[src/rtl/tmo_pkg.sv]
// package: register map, field layout, timing and state types of the output/request control
package tmo_pkg;

    // ------------------------------------------------------------
    // bus and register map
    // ------------------------------------------------------------
    localparam int unsigned ADDR_W = 8;
    localparam int unsigned DATA_W = 16;
    localparam logic [ADDR_W-1:0] OFF_OUT_CTRL = 8'h04;
    localparam logic [ADDR_W-1:0] OFF_REQ_EN = 8'h0c;
    localparam logic [ADDR_W-1:0] OFF_STATUS = 8'h10;
    localparam logic [ADDR_W-1:0] OFF_SW_GEN = 8'h14;
    localparam logic [ADDR_W-1:0] OFF_CH_PEND = 8'h18;
    localparam logic [ADDR_W-1:0] OFF_CH_ACT = 8'h1c;

    // ------------------------------------------------------------
    // field positions
    // ------------------------------------------------------------
    localparam int unsigned BIT_NEG_IDLE = 9;
    localparam int unsigned BIT_MAIN_IDLE = 8;
    localparam int unsigned BIT_DMA_SEL = 3;
    localparam int unsigned BIT_UPD_SEL = 2;
    localparam int unsigned BIT_PRE_EN = 0;
    localparam int unsigned BIT_CH1_DE = 9;
    localparam int unsigned BIT_UPD_DE = 8;
    localparam int unsigned BIT_BRK_IE = 7;
    localparam int unsigned BIT_SW_IE = 5;
    localparam int unsigned BIT_CH1_IE = 1;
    localparam int unsigned BIT_UPD_IE = 0;
    localparam int unsigned BIT_SW_GEN = 5;
    localparam int unsigned BIT_CH_OE = 0;
    localparam int unsigned BIT_CH_NE = 2;
    localparam int unsigned MODE_LSB = 4;
    localparam int unsigned MODE_W = 3;

    // sticky flags: index in the flag array
    localparam int unsigned N_FLAGS = 4;
    localparam int unsigned IDX_UPD = 0;
    localparam int unsigned IDX_CC1 = 1;
    localparam int unsigned IDX_SW = 2;
    localparam int unsigned IDX_BRK = 3;

    // ------------------------------------------------------------
    // timing
    // ------------------------------------------------------------
    localparam int unsigned CLK_PERIOD_NS = 4;
    localparam int unsigned DEAD_TIME_NS = 100;
    localparam int unsigned DT_CNT_W = 8;
    localparam logic [DT_CNT_W-1:0] DEAD_CYCLES_DFLT =
        DT_CNT_W'((DEAD_TIME_NS + CLK_PERIOD_NS - 1) / CLK_PERIOD_NS);

    // ------------------------------------------------------------
    // state types and reset values
    // ------------------------------------------------------------
    typedef struct packed {
        logic neg_idle;
        logic main_idle;
        logic dma_sel;
        logic upd_sel;
        logic pre_en;
        logic ch1_de;
        logic upd_de;
        logic brk_ie;
        logic sw_ie;
        logic ch1_ie;
        logic upd_ie;
        logic pend_oe;
        logic pend_ne;
        logic [MODE_W-1:0] pend_mode;
        logic act_oe;
        logic act_ne;
        logic [MODE_W-1:0] act_mode;
        logic trig_d;
        logic [DT_CNT_W-1:0] dt_cnt;
        logic out_main;
        logic out_neg;
        logic dma_ch1;
        logic dma_upd;
        logic irq;
        logic [DATA_W-1:0] rdata;
    } tmo_state_s;

    typedef struct packed {
        logic q;
    } tmo_flag_s;

    localparam tmo_state_s TMO_STATE_RST = '0;
    localparam tmo_flag_s TMO_FLAG_RST = '0;
endpackage

[src/rtl/tmo_flag_if.sv]
// interface: set, clear and value of one sticky event flag
`timescale 1ns/10ps
`default_nettype none
interface tmo_flag_if;
    logic set;
    logic clr;
    logic q;
    modport owner (output set, output clr, input q);
    modport flag (input set, input clr, output q);
endinterface
`default_nettype wire

[src/rtl/tmo_sticky_flag.sv]
// module: one sticky event flag, set by hardware, cleared by writing one
`timescale 1ns/10ps
`default_nettype none
module tmo_sticky_flag
    import tmo_pkg::*;
(
    // clock and reset
    input wire logic clk,
    input wire logic arst_n,
    // flag handshake
    tmo_flag_if.flag fl
);
    tmo_flag_s st;
    tmo_flag_s next_st;

    // set beats clear so an event in the clearing cycle survives
    always_comb begin
        next_st = st;
        if (fl.set) begin
            next_st.q = 1'b1;
        end else if (fl.clr) begin
            next_st.q = 1'b0;
        end
    end

    // state register
    always_ff @(posedge clk or negedge arst_n) begin
        if (!arst_n) begin
            st <= TMO_FLAG_RST;
        end else begin
            st <= next_st;
        end
    end

    assign fl.q = st.q;
endmodule
`default_nettype wire

[src/rtl/tmo_ctrl.sv]
// module: idle levels, preload transfer and interrupt/dma request enables of a timer channel
`timescale 1ns/10ps
`default_nettype none
module tmo_ctrl
    import tmo_pkg::*;
#(
    parameter logic HAS_NEG = 1'b1,
    parameter logic [DT_CNT_W-1:0] DEAD_CYCLES = DEAD_CYCLES_DFLT
)
(
    // clock and reset
    input wire logic CLK_SYS,
    input wire logic ARST_N,
    // register port
    input wire logic [ADDR_W-1:0] ADDR,
    input wire logic [DATA_W-1:0] WDATA,
    input wire logic WR,
    input wire logic RD,
    output logic [DATA_W-1:0] RDATA,
    // timer kernel events and levels
    input wire logic UPD_EVT,
    input wire logic CC1_EVT,
    input wire logic BRK_EVT,
    input wire logic TRIGGER_INPUT,
    input wire logic MAIN_OUTPUT_ENABLE,
    input wire logic [1:0] LOCK_LEVEL,
    input wire logic RUN_MAIN,
    input wire logic RUN_NEG,
    // channel outputs
    output logic CHAN1_MAIN_OUTPUT,
    output logic CHAN1_NEGATED_OUTPUT,
    output logic [MODE_W-1:0] CHAN_OUTPUT_BEHAVIOUR,
    // requests
    output logic CHAN1_DMA_REQ,
    output logic UPD_DMA_REQ,
    output logic IRQ
);
    tmo_state_s st;
    tmo_state_s next_st;

    // ------------------------------------------------------------
    // decode
    // ------------------------------------------------------------
    logic wr_ctrl;
    logic wr_en;
    logic wr_stat;
    logic wr_gen;
    logic wr_ch;
    logic sw_switch;
    logic trig_rise;
    logic pre_en_eff;
    logic upd_sel_eff;
    logic switch_evt;
    logic dt_done;
    logic [N_FLAGS-1:0] flag_set;
    logic [N_FLAGS-1:0] flag_clr;
    logic [N_FLAGS-1:0] flag_q;
    logic [N_FLAGS-1:0] flag_en;

    // register strobes per address
    assign wr_ctrl = WR && (ADDR == OFF_OUT_CTRL);
    assign wr_en = WR && (ADDR == OFF_REQ_EN);
    assign wr_stat = WR && (ADDR == OFF_STATUS);
    assign wr_gen = WR && (ADDR == OFF_SW_GEN);
    assign wr_ch = WR && (ADDR == OFF_CH_PEND);
    assign sw_switch = wr_gen && WDATA[BIT_SW_GEN];

    // a channel with no complementary output sees preload and select as zero
    assign pre_en_eff = HAS_NEG && st.pre_en;
    assign upd_sel_eff = HAS_NEG && st.upd_sel;

    // trigger is taken as synchronous; one flop of history gives the edge
    assign trig_rise = TRIGGER_INPUT && !st.trig_d;
    assign switch_evt = sw_switch || (pre_en_eff && upd_sel_eff && trig_rise);
    assign dt_done = (st.dt_cnt == DEAD_CYCLES);

    // ------------------------------------------------------------
    // sticky flags
    // ------------------------------------------------------------
    // event sources of each flag
    assign flag_set[IDX_UPD] = UPD_EVT;
    assign flag_set[IDX_CC1] = CC1_EVT;
    assign flag_set[IDX_SW] = switch_evt;
    assign flag_set[IDX_BRK] = BRK_EVT;

    // write one to clear, at the flag's own enable position
    assign flag_clr[IDX_UPD] = wr_stat && WDATA[BIT_UPD_IE];
    assign flag_clr[IDX_CC1] = wr_stat && WDATA[BIT_CH1_IE];
    assign flag_clr[IDX_SW] = wr_stat && WDATA[BIT_SW_IE];
    assign flag_clr[IDX_BRK] = wr_stat && WDATA[BIT_BRK_IE];

    // enable of each flag onto the interrupt line
    assign flag_en[IDX_UPD] = st.upd_ie;
    assign flag_en[IDX_CC1] = st.ch1_ie;
    assign flag_en[IDX_SW] = st.sw_ie;
    assign flag_en[IDX_BRK] = st.brk_ie;

    tmo_flag_if fif[N_FLAGS] ();

    genvar gi;
    generate
        for (gi = 0; gi < N_FLAGS; gi++) begin : g_flag
            assign fif[gi].set = flag_set[gi];
            assign fif[gi].clr = flag_clr[gi];
            assign flag_q[gi] = fif[gi].q;
            tmo_sticky_flag u_flag (
                .clk(CLK_SYS),
                .arst_n(ARST_N),
                .fl(fif[gi])
            );
        end
    endgenerate

    // ------------------------------------------------------------
    // next state
    // ------------------------------------------------------------
    // registers, preload transfer, dead time, requests and read data
    always_comb begin
        next_st = st;
        next_st.trig_d = TRIGGER_INPUT;

        // control register; idle levels frozen once locked
        if (wr_ctrl) begin
            if (LOCK_LEVEL == 2'b00) begin
                next_st.neg_idle = WDATA[BIT_NEG_IDLE];
                next_st.main_idle = WDATA[BIT_MAIN_IDLE];
            end
            next_st.dma_sel = WDATA[BIT_DMA_SEL];
            next_st.upd_sel = WDATA[BIT_UPD_SEL];
            next_st.pre_en = WDATA[BIT_PRE_EN];
        end

        // request enable register
        if (wr_en) begin
            next_st.ch1_de = WDATA[BIT_CH1_DE];
            next_st.upd_de = WDATA[BIT_UPD_DE];
            next_st.brk_ie = WDATA[BIT_BRK_IE];
            next_st.sw_ie = WDATA[BIT_SW_IE];
            next_st.ch1_ie = WDATA[BIT_CH1_IE];
            next_st.upd_ie = WDATA[BIT_UPD_IE];
        end

        // channel control: direct without preload, buffered with it
        if (wr_ch) begin
            next_st.pend_oe = WDATA[BIT_CH_OE];
            next_st.pend_ne = WDATA[BIT_CH_NE];
            next_st.pend_mode = WDATA[MODE_LSB +: MODE_W];
            if (!pre_en_eff) begin
                next_st.act_oe = WDATA[BIT_CH_OE];
                next_st.act_ne = WDATA[BIT_CH_NE];
                next_st.act_mode = WDATA[MODE_LSB +: MODE_W];
            end
        end
        if (pre_en_eff && switch_evt) begin
            next_st.act_oe = st.pend_oe;
            next_st.act_ne = st.pend_ne;
            next_st.act_mode = st.pend_mode;
        end

        // dead time restarts each time the main enable drops
        if (MAIN_OUTPUT_ENABLE) begin
            next_st.dt_cnt = '0;
        end else if (!dt_done) begin
            next_st.dt_cnt = st.dt_cnt + 1'b1;
        end

        // outputs stay low through dead time, then take idle levels when HAS_NEG is set, else stay low
        if (MAIN_OUTPUT_ENABLE) begin
            next_st.out_main = st.act_oe && RUN_MAIN;
            next_st.out_neg = HAS_NEG && st.act_ne && RUN_NEG;
        end else if (dt_done) begin
            next_st.out_main = HAS_NEG && st.main_idle;
            next_st.out_neg = HAS_NEG && st.neg_idle;
        end else begin
            next_st.out_main = 1'b0;
            next_st.out_neg = 1'b0;
        end

        // dma requests, one cycle per event
        next_st.dma_ch1 = st.ch1_de && (st.dma_sel ? UPD_EVT : CC1_EVT);
        next_st.dma_upd = st.upd_de && UPD_EVT;
        next_st.irq = |(flag_q & flag_en);

        // read data stands only in the cycle after the strobe
        next_st.rdata = '0;
        if (RD) begin
            case (ADDR)
                OFF_OUT_CTRL: begin
                    next_st.rdata[BIT_NEG_IDLE] = st.neg_idle;
                    next_st.rdata[BIT_MAIN_IDLE] = st.main_idle;
                    next_st.rdata[BIT_DMA_SEL] = st.dma_sel;
                    next_st.rdata[BIT_UPD_SEL] = st.upd_sel;
                    next_st.rdata[BIT_PRE_EN] = st.pre_en;
                end
                OFF_REQ_EN: begin
                    next_st.rdata[BIT_CH1_DE] = st.ch1_de;
                    next_st.rdata[BIT_UPD_DE] = st.upd_de;
                    next_st.rdata[BIT_BRK_IE] = st.brk_ie;
                    next_st.rdata[BIT_SW_IE] = st.sw_ie;
                    next_st.rdata[BIT_CH1_IE] = st.ch1_ie;
                    next_st.rdata[BIT_UPD_IE] = st.upd_ie;
                end
                OFF_STATUS: begin
                    next_st.rdata[BIT_UPD_IE] = flag_q[IDX_UPD];
                    next_st.rdata[BIT_CH1_IE] = flag_q[IDX_CC1];
                    next_st.rdata[BIT_SW_IE] = flag_q[IDX_SW];
                    next_st.rdata[BIT_BRK_IE] = flag_q[IDX_BRK];
                end
                OFF_CH_PEND: begin
                    next_st.rdata[BIT_CH_OE] = st.pend_oe;
                    next_st.rdata[BIT_CH_NE] = st.pend_ne;
                    next_st.rdata[MODE_LSB +: MODE_W] = st.pend_mode;
                end
                OFF_CH_ACT: begin
                    next_st.rdata[BIT_CH_OE] = st.act_oe;
                    next_st.rdata[BIT_CH_NE] = st.act_ne;
                    next_st.rdata[MODE_LSB +: MODE_W] = st.act_mode;
                end
                default: begin
                    next_st.rdata = '0;
                end
            endcase
        end
    end

    // ------------------------------------------------------------
    // state register
    // ------------------------------------------------------------
    // one register for the whole block state except the sticky flags
    always_ff @(posedge CLK_SYS or negedge ARST_N) begin
        if (!ARST_N) begin
            st <= TMO_STATE_RST;
        end else begin
            st <= next_st;
        end
    end

    // outputs straight from the state flops
    assign RDATA = st.rdata;
    assign CHAN1_MAIN_OUTPUT = st.out_main;
    assign CHAN1_NEGATED_OUTPUT = st.out_neg;
    assign CHAN_OUTPUT_BEHAVIOUR = st.act_mode;
    assign CHAN1_DMA_REQ = st.dma_ch1;
    assign UPD_DMA_REQ = st.dma_upd;
    assign IRQ = st.irq;
endmodule
`default_nettype wire

[config.mk]
export PLATFORM = sky130hd
export DESIGN_NAME = tmo_ctrl
export DESIGN_NICKNAME = d
export VERILOG_FILES = /design/src/rtl/tmo_pkg.sv /design/src/rtl/tmo_flag_if.sv /design/src/rtl/tmo_sticky_flag.sv /design/src/rtl/tmo_ctrl.sv
export SDC_FILE = /design/constraint.sdc
export NUM_CORES = 1
export LEC_CHECK = 0
export ABC_AREA = 0
export BUFFER_PORTS_ARGS = -buffer_cell sky130_fd_sc_hd__buf_2
export CAP_MARGIN = 20
export CORE_ASPECT_RATIO = 0.5
export CORE_MARGIN = 3
export CORE_UTILIZATION = 42
export CTS_BUF_LIST = sky130_fd_sc_hd__clkbuf_8
export DETAILED_ROUTE_END_ITERATION = 10
export PLACE_DENSITY = 0.64
export SLEW_MARGIN = 20
export SYNTH_ARGS = -nofsm -noshare
export SYNTH_HDL_FRONTEND = slang
export SYNTH_HIERARCHICAL = 1
export SYNTH_SLANG_ARGS = --single-unit
[constraint.sdc]
create_clock -name CLK_SYS -period 4 [get_ports CLK_SYS]
set_clock_uncertainty 0.1 [all_clocks]
set_input_delay 0.2 -clock CLK_SYS [delete_from_list [all_inputs] [get_ports CLK_SYS]]
set_output_delay 0.2 -clock CLK_SYS [all_outputs]
set_load 0.005 [all_outputs]
[Word level (Yosys, flattened, before mapping)]
Cells that the tools add are included.
Word-level totals
  bits in registers: 55
  bits of input ports: 37
  output and inout bits: 24
  logic and storage cells: 95
Cells by class
  multiplexer cells: 26
  reduce and logical (&&, ||, !) cells: 29
  bitwise operators: 1
  add/sub/neg operators: 1
  eq/ne operators: 9
Operators by type and width (number)
  == test 8 x 5 -> 1 bit, second input constant: 5
  logical AND 1 bit: 18
  two-way mux 8 bit: 2
  two-way mux 5 bit: 3
  two-way mux 1 bit: 10
  two-way mux 10 bit: 1
  nonzero test 2 bit: 5
  adder 8 x 1 -> 8 bit, second input constant: 1
  == test 8 x 3 -> 1 bit, second input constant: 1
  == test 8 x 4 -> 1 bit, second input constant: 1
  one-hot mux 1 bit (2 select lines): 4
  one-hot mux 1 bit (5 select lines): 1
  AND 4 bit: 1
  two-way mux 2 bit: 2
  one-hot mux 1 bit (4 select lines): 1
  one-hot mux 2 bit (2 select lines): 1
  AND reduction 2 bit: 2
  OR reduction 4 bit: 1
  one-hot mux 1 bit (3 select lines): 1
  zero test 2 bit: 1
  inequality test 2 x 1 -> 1 bit, second input constant: 1
  inequality test 2 bit, second input constant: 1
  zero test 1 bit: 1
  logical OR 1 bit: 1

[Logic depth before layout (Yosys ltp)]
  depth in word-level cells: 7
  gate-level depth with buffers: 6
  gate-level depth less buffers: 6

[Modules after synthesis]
Netlist, hierarchy kept.
Modules (own cells, without submodules)
  tmo_ctrl: seq. area each 1126.1 um^2, area each 2282.2 um^2, cells each 200, times used 1
  tmo_sticky_flag: seq. area each 25.0 um^2, area each 36.3 um^2, cells each 3, times used 4

[Least setup slack after synthesis]
Ideal clock, no wire load.
  path kind: input to register
  start point: input ADDR[5]
  end point: register st[34] (netlist bit)
  setup slack: 2.334 ns
  stages: 5
  library setup time: 0.126 ns
  buffers on the path: 1
  arrival time: 1.440 ns
  path through: nor3_2 -> clkbuf_1 -> nand4_1 -> and3_4 -> a221o_1
Between the ends
  cells in the longest elaborated chain, start to end: 7
  elaborated cells between the ends (all ways): 11
Ends and longest elaborated chain
  from (decl): RTL line tmo_ctrl.sv:15  | input wire logic [ADDR_W-1:0] ADDR,
  == test 8 x 5 -> 1 bit: RTL line tmo_ctrl.sv:64  | assign wr_gen = WR && (ADDR == OFF_SW_GEN);
  logical AND 1 bit: RTL line tmo_ctrl.sv:64
  logical AND 1 bit: RTL line tmo_ctrl.sv:66  | assign sw_switch = wr_gen && WDATA[BIT_SW_GEN];
  logical OR 1 bit: RTL line tmo_ctrl.sv:74  | assign switch_evt = sw_switch || (pre_en_eff && upd_sel_eff && trig_rise);
  logical AND 1 bit: RTL line tmo_ctrl.sv:154  | if (pre_en_eff && switch_evt) begin
  inequality test 2 x 1 -> 1 bit (no source line) or nonzero test 2 bit (tied branches)
  AND reduction 2 bit (no source line)
  to (signal assigned): RTL line tmo_ctrl.sv:234  | st <= next_st;
  to (decl): RTL line tmo_ctrl.sv:38  | tmo_state_s st;
Several ways; a longest one is shown, not always the timed one.
A chain may end at the register's enable or synchronous reset.

[Worst setup path after layout]
  start point: input ADDR[5]
  end point: register st, in the netlist CHAN_OUTPUT_BEHAVIOUR[2]
The elaborated chain is that of the path after synthesis.

==> qor.yml <==
hp-start: "UPD_EVT"
worstPathArrival_ns: 2.03
slew_headroom_pct: 45.00
final_hold_viol_count: 0
mostFrequentLayoutCells: "49 x dfrtp_1, 47 x buf_2, 15 x mux2_1, 10 x nand2_1, 10 x nor2_1"
grt_util_met3_pct: 3.134
grt_use_total_pct: 15.96
hold_path_class: "primary input to flip-flop"
irDropWorstVdd_mv: 0.1341
port_buffers: 48
drt_first_pass_iters: 4
path_buf_inv: 1
rsz0062_at_grt: "no"
r2r-start: "pre_en_eff$_DFFE_PN0P_"
antenna_found_initial: 0
drv_slew: 0
insertion_delay_ns: 0.29
seq_area_frac_synth_pct: 50.52
cts_buffers: 5
power_switching_mw: 0.2150
post-dp-hpwl_um: 3698
slowest_delay_ns: 0.68
drc: 0
placementRows: 18
startpoint: "ADDR[5]"
pin_count: 61
fin_crit_ns: 1.947
grtUsageMet2_pct: 25.61
combPwrFrac_pct: 8.0
dieArea_mm2: 0.006783
end_kind: "flip-flop"
overflow: 0
syn_to_final_growth_pct: 14.43
final_common_cell: "dfrtp_1"
status: "complete, no violations"
clk_pin_slew_worst_paths_ns: 0.09
final_nets: 292
maxCapViolCount: 0
netlist_instances: 212
max_freq_mhz: 513.7
p_leak_nw: 1.373
timing.critical_path.fanout_max: 13
cts_tree: "done"
path_delay_family: "simple AND/OR/NAND/NOR gates"
worstSetupPathType: "primary input to flip-flop"
whs_ns: 0.01969
critPathSlowestCell: "nor3_2"
start_util_pct: 46.26
grt_pass1_vias: 1715
vias_per_cell: 5.312
h-tree-depth: 2
finalSetupViolCount: 0
fp.dieH_um: 59.76
crit_path_start_kind: "primary input"
postCtsSetupRepairBufs: 0
power.density_mw_per_mm2: 347.0
worstPathRequired_ns: 4.08
path_cells: "buf_2 > nor3_2 > nand4_1 > and3_4 > a221o_1"
grt_start_max_net_pins: 50
wirelength_um: 4931
tightest_slew_ns: 0.8205
yosysWarnings: 6
antenna_left: 0
core_region_area_mm2: 0.005248
syn_area_per_cell_um2: 11.45
grt_pass1_wl_um: 8493
grt_util_met1_pct: 22.10
clkPwrFrac_pct: 37.8
diodes: 0
ctsRootBufferMaster: "clkbuf_8"
seqPwrFrac_pct: 54.2
die_w_um: 113.5
switching_share_pct: 22.31
fin_crit_sh_pct: 48.66
p_int_mw: 0.7488
clockBufferDepth: 2
wl_per_cell_um: 15.22
drt_iter0_drc: 79
routed-via-count: 1721
finalSetupTns_ns: 0
grt_most_used_layer: "met2"
gp_congestion: 0.8370
ys_seq_elements: 49
drive_gt1_share_pct: 25.98
fillers: 505
netlist_area_mm2: 0.002427
synth_cell_type_count: 47
cts_sinks: 49
-- stage by stage --
step | instances | area, um^2 | power [mW] | worst slack [ns] | util, %
2_1_floorplan | 217 | 2446 | 0.5694 | 2.334 | -
3_3_place_gp | 312 | 2615 | 0.6050 | 1.830 | 49.83
3_5_place_dp | 312 | 2615 | 0.6082 | 1.775 | 49.83
4_1_cts | 323 | 2765 | 0.9771 | 2.106 | 52.69
5_1_grt | 324 | 2778 | 1.011 | 1.949 | 52.93
6_report | 324 | 2778 | 0.9638 | 2.053 | 52.93
-- flip-flops by register name (all words and copies together), names as in the netlist --
name	count
pre_en_eff	1
CHAN1_NEGATED_OUTPUT	1
upd_sel_eff	1
CHAN1_DMA_REQ	1
st	21
UPD_DMA_REQ	1
IRQ	1
RDATA	10
flag_en	4
CHAN_OUTPUT_BEHAVIOUR	3
g_flag.u_flag/fl.q	4
CHAN1_MAIN_OUTPUT	1
-- worst paths after layout --
| path | end | slack (ns) | cells after the start |
|---|---|---|---|
| hold / removal | g_flag[0].u_flag/fl.q$_DFFE_PN0P_ | 0.02 | 2 |
| max in group asynchronous | CHAN_OUTPUT_BEHAVIOUR[0]$_DFFE_PN0P_ | 3.06 | 2 |
| min in group asynchronous | st[45]$_DFFE_PN0P_ | 0.35 | 2 |
| setup reg to reg | CHAN_OUTPUT_BEHAVIOUR[2]$_DFFE_PN0P_ | 2.28 | 4 |
| setup / recovery | CHAN_OUTPUT_BEHAVIOUR[2]$_DFFE_PN0P_ | 2.05 | 5 |
| hold reg to reg | g_flag[3].u_flag/fl.q$_DFFE_PN0P_ | 0.42 | 1 |
-- synth_stat cells (all sizes together) --
master | instances | share of area, %
dfrtp | 49 | 51
buf | 20 | 6.1
mux2 | 17 | 8.2
nor2 | 11 | 1.8
nand2 | 10 | 1.5
and3 | 9 | 2.5
nand3 | 9 | 2.1
mux2i | 7 | 2.9
a21boi | 6 | 1.9
a221o | 5 | 2.1
inv | 5 | 0.77
nor2b | 5 | 1.3
o21ai | 5 | 1.0
a21o | 4 | 1.2
a21oi | 4 | 0.82
a22oi | 4 | 1.2
nand3b | 4 | 1.2
nand4 | 4 | 1.3
and2 | 3 | 0.77
clkbuf | 3 | 0.46
nand4b | 3 | 1.1
or3 | 3 | 0.98
xor2 | 3 | 1.1
a211oi | 2 | 0.62
ha | 2 | 1.0
nand2b | 2 | 0.52
nor3b | 2 | 0.62
nor4b | 2 | 1.6
a2111oi | 1 | 0.36
a31oi | 1 | 0.26
and3b | 1 | 0.36
conb | 1 | 0.15
nor3 | 1 | 0.41
nor4 | 1 | 0.26
o21a | 1 | 0.31
or4 | 1 | 0.31
xnor2 | 1 | 0.36
-- worst register-to-register path: cells and delay by family, from the launching register on --
kind | cells | cell delay [ns]
simple gates | 3 | 0.76
flops | 1 | 0.45
compound gates | 1 | 0.29
-- logic make-up (layout without fill, tap and decap cells) --
kind of cell	after synthesis	count (layout)	share of synthesized area, %
AOI/OAI and AO/OA	33	33	9.794
xor gates and xnor gates	4	4	1.444
adders and majority gates	2	2	1.031
buffers and inverters	28	65	7.320
DFF	49	49	50.52
muxes	24	24	11.08
other	1	6	0.1545
and+or+nand+nor	71	71	18.66
-- cell type report --
type,count,area (um^2),share of cell area [%]
timing repair buffer,52,282.8,10.18
sequential,49,1226,44.14
multi-input combinational,140,1042,37.52
clock buffer,6,82.58,2.973
clock inverter,2,37.54,1.351
inverter,5,18.77,0.6757
tap,70,87.58,3.153
-- per-layer routing --
metal	vias to the layer above	wire length, um
met5	-	0
met2	37	2313
met3	4	241
li1	822	-
met4	0	54
met1	858	2322
-- power by group through the flow --
stage               sequential [mW]  clock, mW  combinational [mW]
global placement              0.532          0              0.0734
global route                  0.525      0.397              0.0880
floorplan                     0.529          0              0.0402
CTS                           0.523      0.376              0.0781
finish                        0.522      0.364              0.0775
detailed placement            0.532          0              0.0758
-- what timing repair did --
item | in CTS | in global routing
hold buffers | 3 | 1
endpoints found under the setup margin | 0 | 0
resized for setup | 0 | 0
hold endpoints to repair | 3 | 49
No activity file was read; power rests on OpenSTA's default activity.
